--- config.mk ---
export PLATFORM = sky130hd
export DESIGN_NAME = ptb_timebase
export DESIGN_NICKNAME = d
export VERILOG_FILES = /design/src/verilog/ptb_sync2.v /design/src/verilog/ptb_prescale.v /design/src/verilog/ptb_timebase.v
export VERILOG_INCLUDE_DIRS = /design/src /design/src/verilog
export SDC_FILE = /design/constraint.sdc
export NUM_CORES = 1
export LEC_CHECK = 0
export ABC_AREA = 1
export CORE_MARGIN = 5
export CORE_UTILIZATION = 35
export CTS_BUF_LIST = sky130_fd_sc_hd__clkbuf_8
export DETAILED_ROUTE_END_ITERATION = 12
export DONT_BUFFER_PORTS = 1
export PLACE_DENSITY = 0.55
export SKIP_CTS_REPAIR_TIMING = 1
export SLEW_MARGIN = 25
export SYNTH_ARGS = -nofsm -noshare
export SYNTH_HDL_FRONTEND = slang
export SYNTH_SLANG_ARGS = --single-unit
--- constraint.sdc ---
create_clock -name core_clk -period 5.3 [get_ports core_clk]
set_clock_uncertainty 0.1 [all_clocks]
set_input_delay 0.53 -clock core_clk [delete_from_list [all_inputs] [get_ports core_clk]]
set_output_delay 0.53 -clock core_clk [all_outputs]
set_load 0.02 [all_outputs]
--- src/verilog/ptb_consts.vh ---
// Purpose: shared constants for the pwm time-base block
// Assumes: included by the time-base design files and by the checker and bench files
// Notes: register indices are word indices; byte address is four times the index
`ifndef PTB_CONSTS_VH
`define PTB_CONSTS_VH

// register word indices
`define PTB_IDX_CONTROL 3'h0
`define PTB_IDX_STATUS 3'h1
`define PTB_IDX_FINE 3'h2
`define PTB_IDX_PHASE 3'h3
`define PTB_IDX_COUNTER 3'h4
`define PTB_IDX_PERIOD 3'h5
`define PTB_IDX_INT_STATUS 3'h6
`define PTB_IDX_INT_MASK 3'h7

// apb address layout
`define PTB_ADDR_W 12
`define PTB_IDX_LSB 2
`define PTB_IDX_MSB 4
`define PTB_ADDR_HI_LSB 5
`define PTB_ADDR_HI_ZERO 7'h00

// control word fields
`define PTB_CTL_MODE_LSB 0
`define PTB_CTL_MODE_MSB 1
`define PTB_CTL_PHASE_EN 2
`define PTB_CTL_PRD_LOAD 3
`define PTB_CTL_SYNCO_LSB 4
`define PTB_CTL_SYNCO_MSB 5
`define PTB_CTL_SW_SYNC 6
`define PTB_CTL_HSP_LSB 7
`define PTB_CTL_HSP_MSB 9
`define PTB_CTL_DIV_LSB 10
`define PTB_CTL_DIV_MSB 12
`define PTB_CTL_RW_MASK 16'h1fbf
`define PTB_CTL_RST 16'h0003

// status word fields
`define PTB_STS_DIR 0
`define PTB_STS_SYNC 1
`define PTB_STS_MAX 2

// interrupt status and mask fields
`define PTB_INT_ZERO 0
`define PTB_INT_PERIOD 1
`define PTB_INT_SYNC 2
`define PTB_INT_MAX 3
`define PTB_INT_W 4

// count modes
`define PTB_MODE_UP 2'h0
`define PTB_MODE_DOWN 2'h1
`define PTB_MODE_UPDOWN 2'h2
`define PTB_MODE_FREEZE 2'h3

// sync out sources
`define PTB_SYNCO_IN 2'h0
`define PTB_SYNCO_ZERO 2'h1
`define PTB_SYNCO_COMPARE_B_VALUE 2'h2
`define PTB_SYNCO_OFF 2'h3

// counter values and reset values
`define PTB_ZERO_MATCH_EVENT 16'h0000
`define PTB_COUNTER_AT_MAX 16'hffff
`define PTB_CTR_ONE 16'h0001
`define PTB_WORD_RST 16'h0000
`define PTB_DATA_RST 32'h00000000

// prescaler
`define PTB_DIV_W 11
`define PTB_DIV_ONE 11'h001

`endif

--- src/verilog/ptb_sync2.v ---
// Purpose: two flip-flop synchroniser for one level
// Assumes: input may come from a pin outside the core_clk domain
// Notes: only the second stage may be read by other logic
`timescale 1ns/1ps
module ptb_sync2 (
   input wire core_clk, // system clock
   input wire reset, // async reset, active high
   input wire din, // raw asynchronous level
   output reg dout // synchronised level
);
   reg meta_r; // first stage, read only by dout

   // two stages, no logic between them
   always @(posedge core_clk or posedge reset)
   begin
      if (reset)
      begin
         meta_r <= 1'b0;
         dout <= 1'b0;
      end
      else
      begin
         meta_r <= din;
         dout <= meta_r;
      end
   end
endmodule

--- src/verilog/ptb_prescale.v ---
// Purpose: derives the time-base tick from the system clock
// Assumes: divider fields are stable or change only between ticks
// Notes: divisor is high-speed factor times a power of two
`timescale 1ns/1ps
`include "ptb_consts.vh"
module ptb_prescale (
   input wire core_clk, // system clock
   input wire reset, // async reset, active high
   input wire [2:0] high_speed_prescale, // 0 gives 1, n gives 2n
   input wire [2:0] tick_prescale, // divide by 2 to the n
   output reg timebase_tick // one-cycle tick pulse
);
   reg [`PTB_DIV_W-1:0] cnt_r; // cycles since last tick
   wire [`PTB_DIV_W-1:0] hsp_div; // high-speed factor
   wire [`PTB_DIV_W-1:0] total_div; // full divisor

   assign hsp_div = (high_speed_prescale == 3'h0) ? `PTB_DIV_ONE : {7'h00, high_speed_prescale, 1'b0};
   assign total_div = hsp_div << tick_prescale;

   // free-running divider; >= guards against a divisor shrunk mid-count
   always @(posedge core_clk or posedge reset)
   begin
      if (reset)
      begin
         cnt_r <= {`PTB_DIV_W{1'b0}};
         timebase_tick <= 1'b0;
      end
      else if (cnt_r + `PTB_DIV_ONE >= total_div)
      begin
         cnt_r <= {`PTB_DIV_W{1'b0}};
         timebase_tick <= 1'b1;
      end
      else
      begin
         cnt_r <= cnt_r + `PTB_DIV_ONE;
         timebase_tick <= 1'b0;
      end
   end
endmodule

--- src/verilog/ptb_timebase.v ---
// Purpose: pwm time-base counter with sync chaining and apb registers
// Assumes: compare_b_match_event comes from same-clock logic; sync_in_pulse may come from a pin
// Notes: registers sit at byte address four times their word index
//
// What this block does
// - eight registers at word indices zero to seven
// - fine phase word reserved when extension absent
// - accept sync input, configurable use or ignore
// - chain: pin feeds first, sync out feeds next
// - sync out from input, zero or compare-B
// - period match uses active period, not shadow
// - zero match whenever counter is zero
// - period double-buffered, other registers written directly
// - up, down and up-down count modes
// - direction high counting up, low down
// - counter all ones flagged as status bit
// - counter advances only on prescaled tick
`timescale 1ns/1ps
`include "ptb_consts.vh"
module ptb_timebase #(
   parameter FINE_EXT = 0 // 1 when the fine-resolution extension is built in
) (
   input wire core_clk, // system clock, 40 MHz
   input wire reset, // async reset, active high
   input wire psel, // apb select
   input wire penable, // apb access phase
   input wire pwrite, // apb direction, high for write
   input wire [`PTB_ADDR_W-1:0] paddr, // apb byte address
   input wire [31:0] pwdata, // apb write data
   output reg [31:0] prdata, // apb read data
   output reg pready, // apb ready
   output reg pslverr, // apb error, unmapped address
   input wire sync_in_pulse, // sync from earlier module or pin
   input wire compare_b_match_event, // counter equals compare-B
   output reg sync_out_pulse, // sync to later module
   output reg zero_match_event, // counter equals zero
   output reg period_match_event, // counter equals active period
   output reg count_direction, // high counting up
   output reg timebase_tick, // shared prescaled tick
   output reg [15:0] counter_value, // live counter
   output reg irq // level interrupt
);
   // register state
   reg [15:0] control_r; // control word
   reg [15:0] phase_r; // phase offset
   reg [15:0] fine_r; // fine phase extension
   reg [15:0] period_act_r; // active period
   reg [15:0] period_shd_r; // shadow period
   reg sts_sync_r; // sticky: sync input seen
   reg sts_max_r; // sticky: counter hit all ones
   reg [`PTB_INT_W-1:0] int_sts_r; // sticky event bits
   reg [`PTB_INT_W-1:0] int_mask_r; // interrupt enables
   reg [15:0] ctr_r; // counter
   reg dir_r; // count direction
   reg sync_d_r; // previous synchronised sync level
   reg compare_b_value_d_r; // previous compare-B level

   // next values
   reg [15:0] ctr_nxt; // counter next
   reg dir_nxt; // direction next
   reg [31:0] rdata_nxt; // read mux

   wire sync_lvl; // synchronised sync input
   wire tick; // prescaled tick
   wire [1:0] mode; // count mode
   wire [1:0] synco_sel; // sync out source
   wire phase_en; // phase load enable
   wire prd_immediate; // period written straight to active
   wire [2:0] idx; // register word index
   wire mapped; // address decodes
   wire setup; // apb setup cycle
   wire wr_en; // write takes effect
   wire [15:0] wdat; // low half of write data
   wire sync_rise; // incoming sync pulse edge
   wire sw_sync; // software forced sync
   wire sync_evt; // any sync event
   wire compare_b_value_rise; // compare-B edge
   wire at_zero; // counter is zero
   wire at_prd; // counter equals active period
   wire at_max; // counter all ones
   wire [`PTB_INT_W-1:0] int_set; // event set terms
   wire [`PTB_INT_W-1:0] int_clr; // write-one-to-clear terms

   assign mode = control_r[`PTB_CTL_MODE_MSB:`PTB_CTL_MODE_LSB];
   assign synco_sel = control_r[`PTB_CTL_SYNCO_MSB:`PTB_CTL_SYNCO_LSB];
   assign phase_en = control_r[`PTB_CTL_PHASE_EN];
   assign prd_immediate = control_r[`PTB_CTL_PRD_LOAD];
   assign idx = paddr[`PTB_IDX_MSB:`PTB_IDX_LSB];
   assign mapped = (paddr[`PTB_ADDR_W-1:`PTB_ADDR_HI_LSB] == `PTB_ADDR_HI_ZERO) && (paddr[1:0] == 2'h0);
   assign setup = psel && !penable;
   assign wr_en = psel && penable && pready && pwrite && mapped;
   assign wdat = pwdata[15:0];

   // first module takes this from a pin, later ones from the previous sync out, so always synchronise
   ptb_sync2 u_sync (
      .core_clk(core_clk),
      .reset(reset),
      .din(sync_in_pulse),
      .dout(sync_lvl)
   );

   ptb_prescale u_pre (
      .core_clk(core_clk),
      .reset(reset),
      .high_speed_prescale(control_r[`PTB_CTL_HSP_MSB:`PTB_CTL_HSP_LSB]),
      .tick_prescale(control_r[`PTB_CTL_DIV_MSB:`PTB_CTL_DIV_LSB]),
      .timebase_tick(tick)
   );

   // event decode
   assign sync_rise = sync_lvl && !sync_d_r;
   assign sw_sync = wr_en && (idx == `PTB_IDX_CONTROL) && wdat[`PTB_CTL_SW_SYNC];
   assign sync_evt = sync_rise || sw_sync;
   assign compare_b_value_rise = compare_b_match_event && !compare_b_value_d_r;
   assign at_zero = (ctr_r == `PTB_ZERO_MATCH_EVENT);
   assign at_prd = (ctr_r == period_act_r);
   assign at_max = (ctr_r == `PTB_COUNTER_AT_MAX);

   // counter step; sync load and software writes take priority over the tick
   always @*
   begin
      ctr_nxt = ctr_r;
      dir_nxt = dir_r;
      if (wr_en && (idx == `PTB_IDX_COUNTER))
      begin
         ctr_nxt = wdat; // direct write, no shadow
      end
      else if (sync_evt && phase_en)
      begin
         ctr_nxt = phase_r;
      end
      else if (tick)
      begin
         case (mode)
            `PTB_MODE_UP:
            begin
               dir_nxt = 1'b1;
               ctr_nxt = (ctr_r >= period_act_r) ? `PTB_ZERO_MATCH_EVENT : ctr_r + `PTB_CTR_ONE;
            end
            `PTB_MODE_DOWN:
            begin
               dir_nxt = 1'b0;
               ctr_nxt = at_zero ? period_act_r : ctr_r - `PTB_CTR_ONE;
            end
            `PTB_MODE_UPDOWN:
            begin
               if (dir_r && (ctr_r >= period_act_r))
               begin
                  dir_nxt = 1'b0; // turn at period
                  ctr_nxt = ctr_r - `PTB_CTR_ONE;
               end
               else if (!dir_r && at_zero)
               begin
                  dir_nxt = 1'b1; // turn at zero
                  ctr_nxt = ctr_r + `PTB_CTR_ONE;
               end
               else
               begin
                  ctr_nxt = dir_r ? ctr_r + `PTB_CTR_ONE : ctr_r - `PTB_CTR_ONE;
               end
            end
            default:
            begin
               ctr_nxt = ctr_r; // freeze
            end
         endcase
      end
   end

   // counter, direction and edge history
   always @(posedge core_clk or posedge reset)
   begin
      if (reset)
      begin
         ctr_r <= `PTB_ZERO_MATCH_EVENT;
         dir_r <= 1'b1;
         sync_d_r <= 1'b0;
         compare_b_value_d_r <= 1'b0;
      end
      else
      begin
         ctr_r <= ctr_nxt;
         dir_r <= dir_nxt;
         sync_d_r <= sync_lvl;
         compare_b_value_d_r <= compare_b_match_event;
      end
   end

   // control, phase and fine words are written directly
   always @(posedge core_clk or posedge reset)
   begin
      if (reset)
      begin
         control_r <= `PTB_CTL_RST;
         phase_r <= `PTB_WORD_RST;
         fine_r <= `PTB_WORD_RST;
      end
      else if (wr_en)
      begin
         if (idx == `PTB_IDX_CONTROL)
         begin
            control_r <= wdat & `PTB_CTL_RW_MASK; // forced sync bit is not stored
         end
         if (idx == `PTB_IDX_PHASE)
         begin
            phase_r <= wdat;
         end
         if ((idx == `PTB_IDX_FINE) && (FINE_EXT != 0))
         begin
            fine_r <= wdat;
         end
      end
   end

   // period: shadow copy moves to active when the counter reaches zero on a tick
   always @(posedge core_clk or posedge reset)
   begin
      if (reset)
      begin
         period_act_r <= `PTB_WORD_RST;
         period_shd_r <= `PTB_WORD_RST;
      end
      else if (wr_en && (idx == `PTB_IDX_PERIOD))
      begin
         if (prd_immediate)
         begin
            period_act_r <= wdat; // immediate mode bypasses the shadow
         end
         else
         begin
            period_shd_r <= wdat;
         end
      end
      else if (!prd_immediate && tick && at_zero)
      begin
         period_act_r <= period_shd_r;
      end
   end

   // sticky flags: a set in the same cycle as a clear wins
   assign int_set[`PTB_INT_ZERO] = tick && at_zero;
   assign int_set[`PTB_INT_PERIOD] = tick && at_prd;
   assign int_set[`PTB_INT_SYNC] = sync_rise;
   assign int_set[`PTB_INT_MAX] = at_max;
   assign int_clr = (wr_en && (idx == `PTB_IDX_INT_STATUS)) ? wdat[`PTB_INT_W-1:0] : {`PTB_INT_W{1'b0}};

   always @(posedge core_clk or posedge reset)
   begin
      if (reset)
      begin
         int_sts_r <= {`PTB_INT_W{1'b0}};
         int_mask_r <= {`PTB_INT_W{1'b0}};
         sts_sync_r <= 1'b0;
         sts_max_r <= 1'b0;
      end
      else
      begin
         int_sts_r <= (int_sts_r & ~int_clr) | int_set;
         if (wr_en && (idx == `PTB_IDX_INT_MASK))
         begin
            int_mask_r <= wdat[`PTB_INT_W-1:0];
         end
         if (wr_en && (idx == `PTB_IDX_STATUS))
         begin
            sts_sync_r <= sync_rise || (sts_sync_r && !wdat[`PTB_STS_SYNC]);
            sts_max_r <= at_max || (sts_max_r && !wdat[`PTB_STS_MAX]);
         end
         else
         begin
            sts_sync_r <= sts_sync_r || sync_rise;
            sts_max_r <= sts_max_r || at_max;
         end
      end
   end

   // read mux; reserved words and bits read zero
   always @*
   begin
      rdata_nxt = `PTB_DATA_RST;
      case (idx)
         `PTB_IDX_CONTROL: rdata_nxt[15:0] = control_r;
         `PTB_IDX_STATUS:
         begin
            rdata_nxt[`PTB_STS_DIR] = dir_r;
            rdata_nxt[`PTB_STS_SYNC] = sts_sync_r;
            rdata_nxt[`PTB_STS_MAX] = sts_max_r;
         end
         `PTB_IDX_FINE: rdata_nxt[15:0] = (FINE_EXT != 0) ? fine_r : `PTB_WORD_RST;
         `PTB_IDX_PHASE: rdata_nxt[15:0] = phase_r;
         `PTB_IDX_COUNTER: rdata_nxt[15:0] = ctr_r;
         `PTB_IDX_PERIOD: rdata_nxt[15:0] = prd_immediate ? period_act_r : period_shd_r;
         `PTB_IDX_INT_STATUS: rdata_nxt[`PTB_INT_W-1:0] = int_sts_r;
         `PTB_IDX_INT_MASK: rdata_nxt[`PTB_INT_W-1:0] = int_mask_r;
         default: rdata_nxt = `PTB_DATA_RST;
      endcase
   end

   // apb slave: ready rises one cycle after setup, so every transfer has one wait-free access cycle
   always @(posedge core_clk or posedge reset)
   begin
      if (reset)
      begin
         prdata <= `PTB_DATA_RST;
         pready <= 1'b0;
         pslverr <= 1'b0;
      end
      else
      begin
         pready <= setup;
         pslverr <= setup && !mapped;
         if (setup && !pwrite)
         begin
            prdata <= mapped ? rdata_nxt : `PTB_DATA_RST;
         end
      end
   end

   // registered outputs to the other submodules and the next module in the chain
   always @(posedge core_clk or posedge reset)
   begin
      if (reset)
      begin
         sync_out_pulse <= 1'b0;
         zero_match_event <= 1'b0;
         period_match_event <= 1'b0;
         count_direction <= 1'b1;
         timebase_tick <= 1'b0;
         counter_value <= `PTB_ZERO_MATCH_EVENT;
         irq <= 1'b0;
      end
      else
      begin
         case (synco_sel)
            `PTB_SYNCO_IN: sync_out_pulse <= sync_evt;
            `PTB_SYNCO_ZERO: sync_out_pulse <= tick && at_zero;
            `PTB_SYNCO_COMPARE_B_VALUE: sync_out_pulse <= compare_b_value_rise;
            default: sync_out_pulse <= 1'b0;
         endcase
         zero_match_event <= (ctr_nxt == `PTB_ZERO_MATCH_EVENT);
         period_match_event <= (ctr_nxt == period_act_r);
         count_direction <= dir_nxt;
         timebase_tick <= tick;
         counter_value <= ctr_nxt;
         irq <= |(((int_sts_r & ~int_clr) | int_set) & int_mask_r);
      end
   end
endmodule

==> flow_metrics.py <==
metrics = {
    "run_status": {
        "status": "finished with violations",
        "violations": "hold timing",
    },
    "synth": {
        "synth_edf_count": 0,
        "synthCells": 1326,
        "syn_area_sq_um": 8909,
        "synthArstFlopShare": 1.000,
        "synth_area_leader_cell": "dfrtp_1",
        "yosysSeqAreaShare": 0.3544,
        "avgSynthCellArea_sq_um": 6.718,
        "synth-main-ff-cell": "dfrtp_1",
        "synthDistinctLibCells": 53,
        "synth.most_common_cell": "nand2_1",
        "ys_warn_count": 0,
        "synth.top_cells.by_count": "nand2_1, o21ai_0, inv_1",
        "synth_seq_cells": 126,
        "yosysTopAreaCellShare": 0.3455,
        "synth_area_leaders": "dfrtp_1, nand2_1, o21ai_0, nand3_1, inv_1",
    },
    "critical_path": {
        "max_stage_delay_ns": 0.59,
        "path_class": "flip-flop to flip-flop",
        "critPathRequiredTime_ns": 5.58,
        "cp_slowest_cell": "dfrtp_1",
        "start_kind": "flip-flop",
        "cp.arrival_ns": 4.00,
        "cp-end-kind": "flip-flop",
        "crit_fanout": 16,
        "cp_common_cell": "nand2_1",
        "crit_family": "simple AND/OR/NAND/NOR gates",
        "crit_chain": "inv_1, ha_1, nand2_1, nor2_1, nand2_1, o21ai_1, nor2_1, nand2_1, buf_4, nand2_2, nand2_1, nand3_1, nand2_1, nand2_1, nand2_1, nand2_1, nand2_1, nand2_1, nand2_1, nand2_1, nor2_1, nand2_1, nor2_1",
        "crit_buf_inv": 2,
    },
    "global_routing": {
        "antenna_found_initial": 0,
        "grt_overflow_total": 0,
        "grt_usage": 0.2104,
        "grt_pass1_vias": 8083,
        "grt_pass1_wl_um": 46970,
        "grt_max_degree": 75,
    },
    "clocking": {
        "cts_made_buffers": 17,
        "worstSkewPairLatency_ns": 0.46,
        "cts.sinks": 126,
        "cts_tree": "done",
        "cts_root_buf": "clkbuf_8",
        "cts_max_path_buffers": 2,
        "cts_max_level": 4,
        "cts.clk_slew.worst_paths_ns": 0.09,
    },
    "placement": {
        "dp_hpwl_um": 23000,
        "pre_cts_ws_ns": 1.633,
        "port_buffers": 0,
        "gp_congestion": 1.002,
        "dp.cells": 1612,
        "postPlaceCellArea_sq_um": 9090,
    },
    "run": {
        "drv_cap": 0,
    },
    "finish": {
        "fin_area_sq_um": 9545,
        "multi_input_area_sq_um": 4926,
        "fin_nets": 1388,
        "fill_cells": 2745,
        "final_cells": 1646,
        "regArea_sq_um": 3157,
        "area_delta_synth_final_pct": 7.149,
        "diodes": 0,
        "drive_gt1_frac": 0.06307,
    },
    "die": {
        "num_rows": 58,
        "die_h_um": 169.5,
        "core_sq_um": 25110,
        "dieArea_sq_um": 28740,
        "start_util": 0.3548,
        "dieWidth_um": 169.5,
        "ioPinCount": 107,
    },
    "worst_hold_path": {
        "hold_path_class": "input port to async pin",
    },
    "pwr": {
        "ir_drop_mv": 0.1880,
        "leakage_nw": 4.571,
        "cellPowerDensity_nw_per_um2": 354.6,
    },
    "sta": {
        "worstMarginPinSlew_ns": 1.009,
        "slew_violations": 0,
        "hold_viol": 70,
        "fin_tns_setup_ns": 0,
        "slew_headroom": 0.3265,
        "worst_slack_ns": 1.581,
        "setup_viol": 0,
        "finalCritPeriodShare": 0.7018,
        "rsz0062_at_grt": "false",
        "hold_ws_ns": -0.03629,
        "fin_crit_ns": 3.719,
        "fmax_ghz": 0.2689,
    },
    "routing": {
        "num_vias": 8486,
        "drtIter0Drc": 728,
        "drc": 0,
        "routed_via_density": 5.156,
        "wl_um": 30160,
        "drt-pass1-iter-count": 5,
        "ant_nets": 0,
        "wl_per_cell_um": 18.32,
    },
}
power by group:
part | internal (W) | switching [W] | leakage [nW]
clock | 0.000489 | 0.000438 | 0.218
combinational | 0.000394 | 0.000978 | 2.66
sequential | 0.00100 | 0.0000838 | 1.69
total | 0.00188 | 0.00150 | 4.57
worst register-to-register path: stages (launching register included):
cell and delay [ns]:
dfrtp_1 0.59, inv_1 0.27, ha_1 0.35, nand2_1 0.05, nor2_1 0.08, nand2_1 0.13
o21ai_1 0.15, nor2_1 0.07, nand2_1 0.06, buf_4 0.23, nand2_2 0.30, nand2_1 0.17
nand3_1 0.09, nand2_1 0.13, nand2_1 0.08, nand2_1 0.07, nand2_1 0.09, nand2_1 0.10
nand2_1 0.06, nand2_1 0.06, nand2_1 0.04, nor2_1 0.13, nand2_1 0.12, nor2_1 0.12
area by class of cell:
type	instances	area share
clock buffer	18	0.02595
clock inverter	14	0.01914
inverter	140	0.05571
multi-input combinational	1007	0.5161
sequential	126	0.3307
tap	330	0.04326
timing repair buffer	11	0.009176
cells in the final DEF (no fill, tap or decap), types with 4 or more instances in the layout:
| master | count |
|---|---|
| a21oi_1 | 19 |
| a221oi_1 | 9 |
| a22oi_1 | 7 |
| and2_1 | 4 |
| buf_4 | 9 |
| clkbuf_8 | 18 |
| conb_1 | 16 |
| dfrtp_1 | 123 |
| ha_1 | 34 |
| inv_1 | 131 |
| inv_2 | 7 |
| inv_6 | 6 |
| nand2_1 | 421 |
| nand2_2 | 14 |
| nand3_1 | 99 |
| nand3b_1 | 4 |
| nand4_1 | 13 |
| nor2_1 | 122 |
| nor2_2 | 6 |
| nor3_1 | 10 |
| o21ai_0 | 155 |
| o21ai_1 | 12 |
| o22ai_1 | 5 |
| xor2_1 | 18 |
flip-flops by register name, summed over array words and instances (netlist names), 4 cells and up:
name           count
counter_value     16
period_shd_r      16
control_r         12
period_act_r      16
int_mask_r         4
int_sts_r          4
phase_r           16
prdata            16
u_pre.cnt_r       11
stage by stage:
step           utilization  total power, W  hold WS [ns]
6_report            0.3802        0.003384      -0.03629
5_1_grt             0.3802        0.003625     0.0005453
4_1_cts             0.3792        0.003389      -0.03067
3_5_place_dp        0.3620        0.002454        0.2537
3_3_place_gp        0.3620        0.002447        0.2336
2_1_floorplan            -        0.002081        0.2312
path summary, 6_finish.rpt:
check / from / slack (ns) / depth (start not counted) / to
worst max-delay path: counter_value[0]$_DFF_PP0_ / 1.58 / 23 / period_match_event$_DFF_PP0_
worst min-delay path: reset / -0.04 / 1 / period_act_r[5]$_DFFE_PP0P_
worst max register to register: counter_value[0]$_DFF_PP0_ / 1.58 / 23 / period_match_event$_DFF_PP0_
worst min register to register: u_sync.meta_r$_DFF_PP0_ / 0.27 / 0 / u_sync.dout$_DFF_PP0_
max in group asynchronous: reset / 3.98 / 2 / phase_r[10]$_DFFE_PP0P_
min in group core_clk: penable / 0.03 / 1 / pslverr$_DFF_PP0_
routing by layer:
layer / track usage / up-vias / wire (um)
met3: 0.04333 / 49 / 2115
met4: 0.08820 / 0 / 1179
met5: 0 / - / 0
li1: - / 4223 / -
met2: 0.3347 / 282 / 13720
met1: 0.2797 / 3932 / 13140
cells by family after synthesis:
kind of cell	synth area share
compound gates	0.1465
xor+xnor	0.01868
fa+ha+maj	0.04775
buf+inv	0.1004
flops	0.3544
mux	0.001124
other cells	0.0004209
simple gates	0.3308
Power figures use the tool's default switching activity.
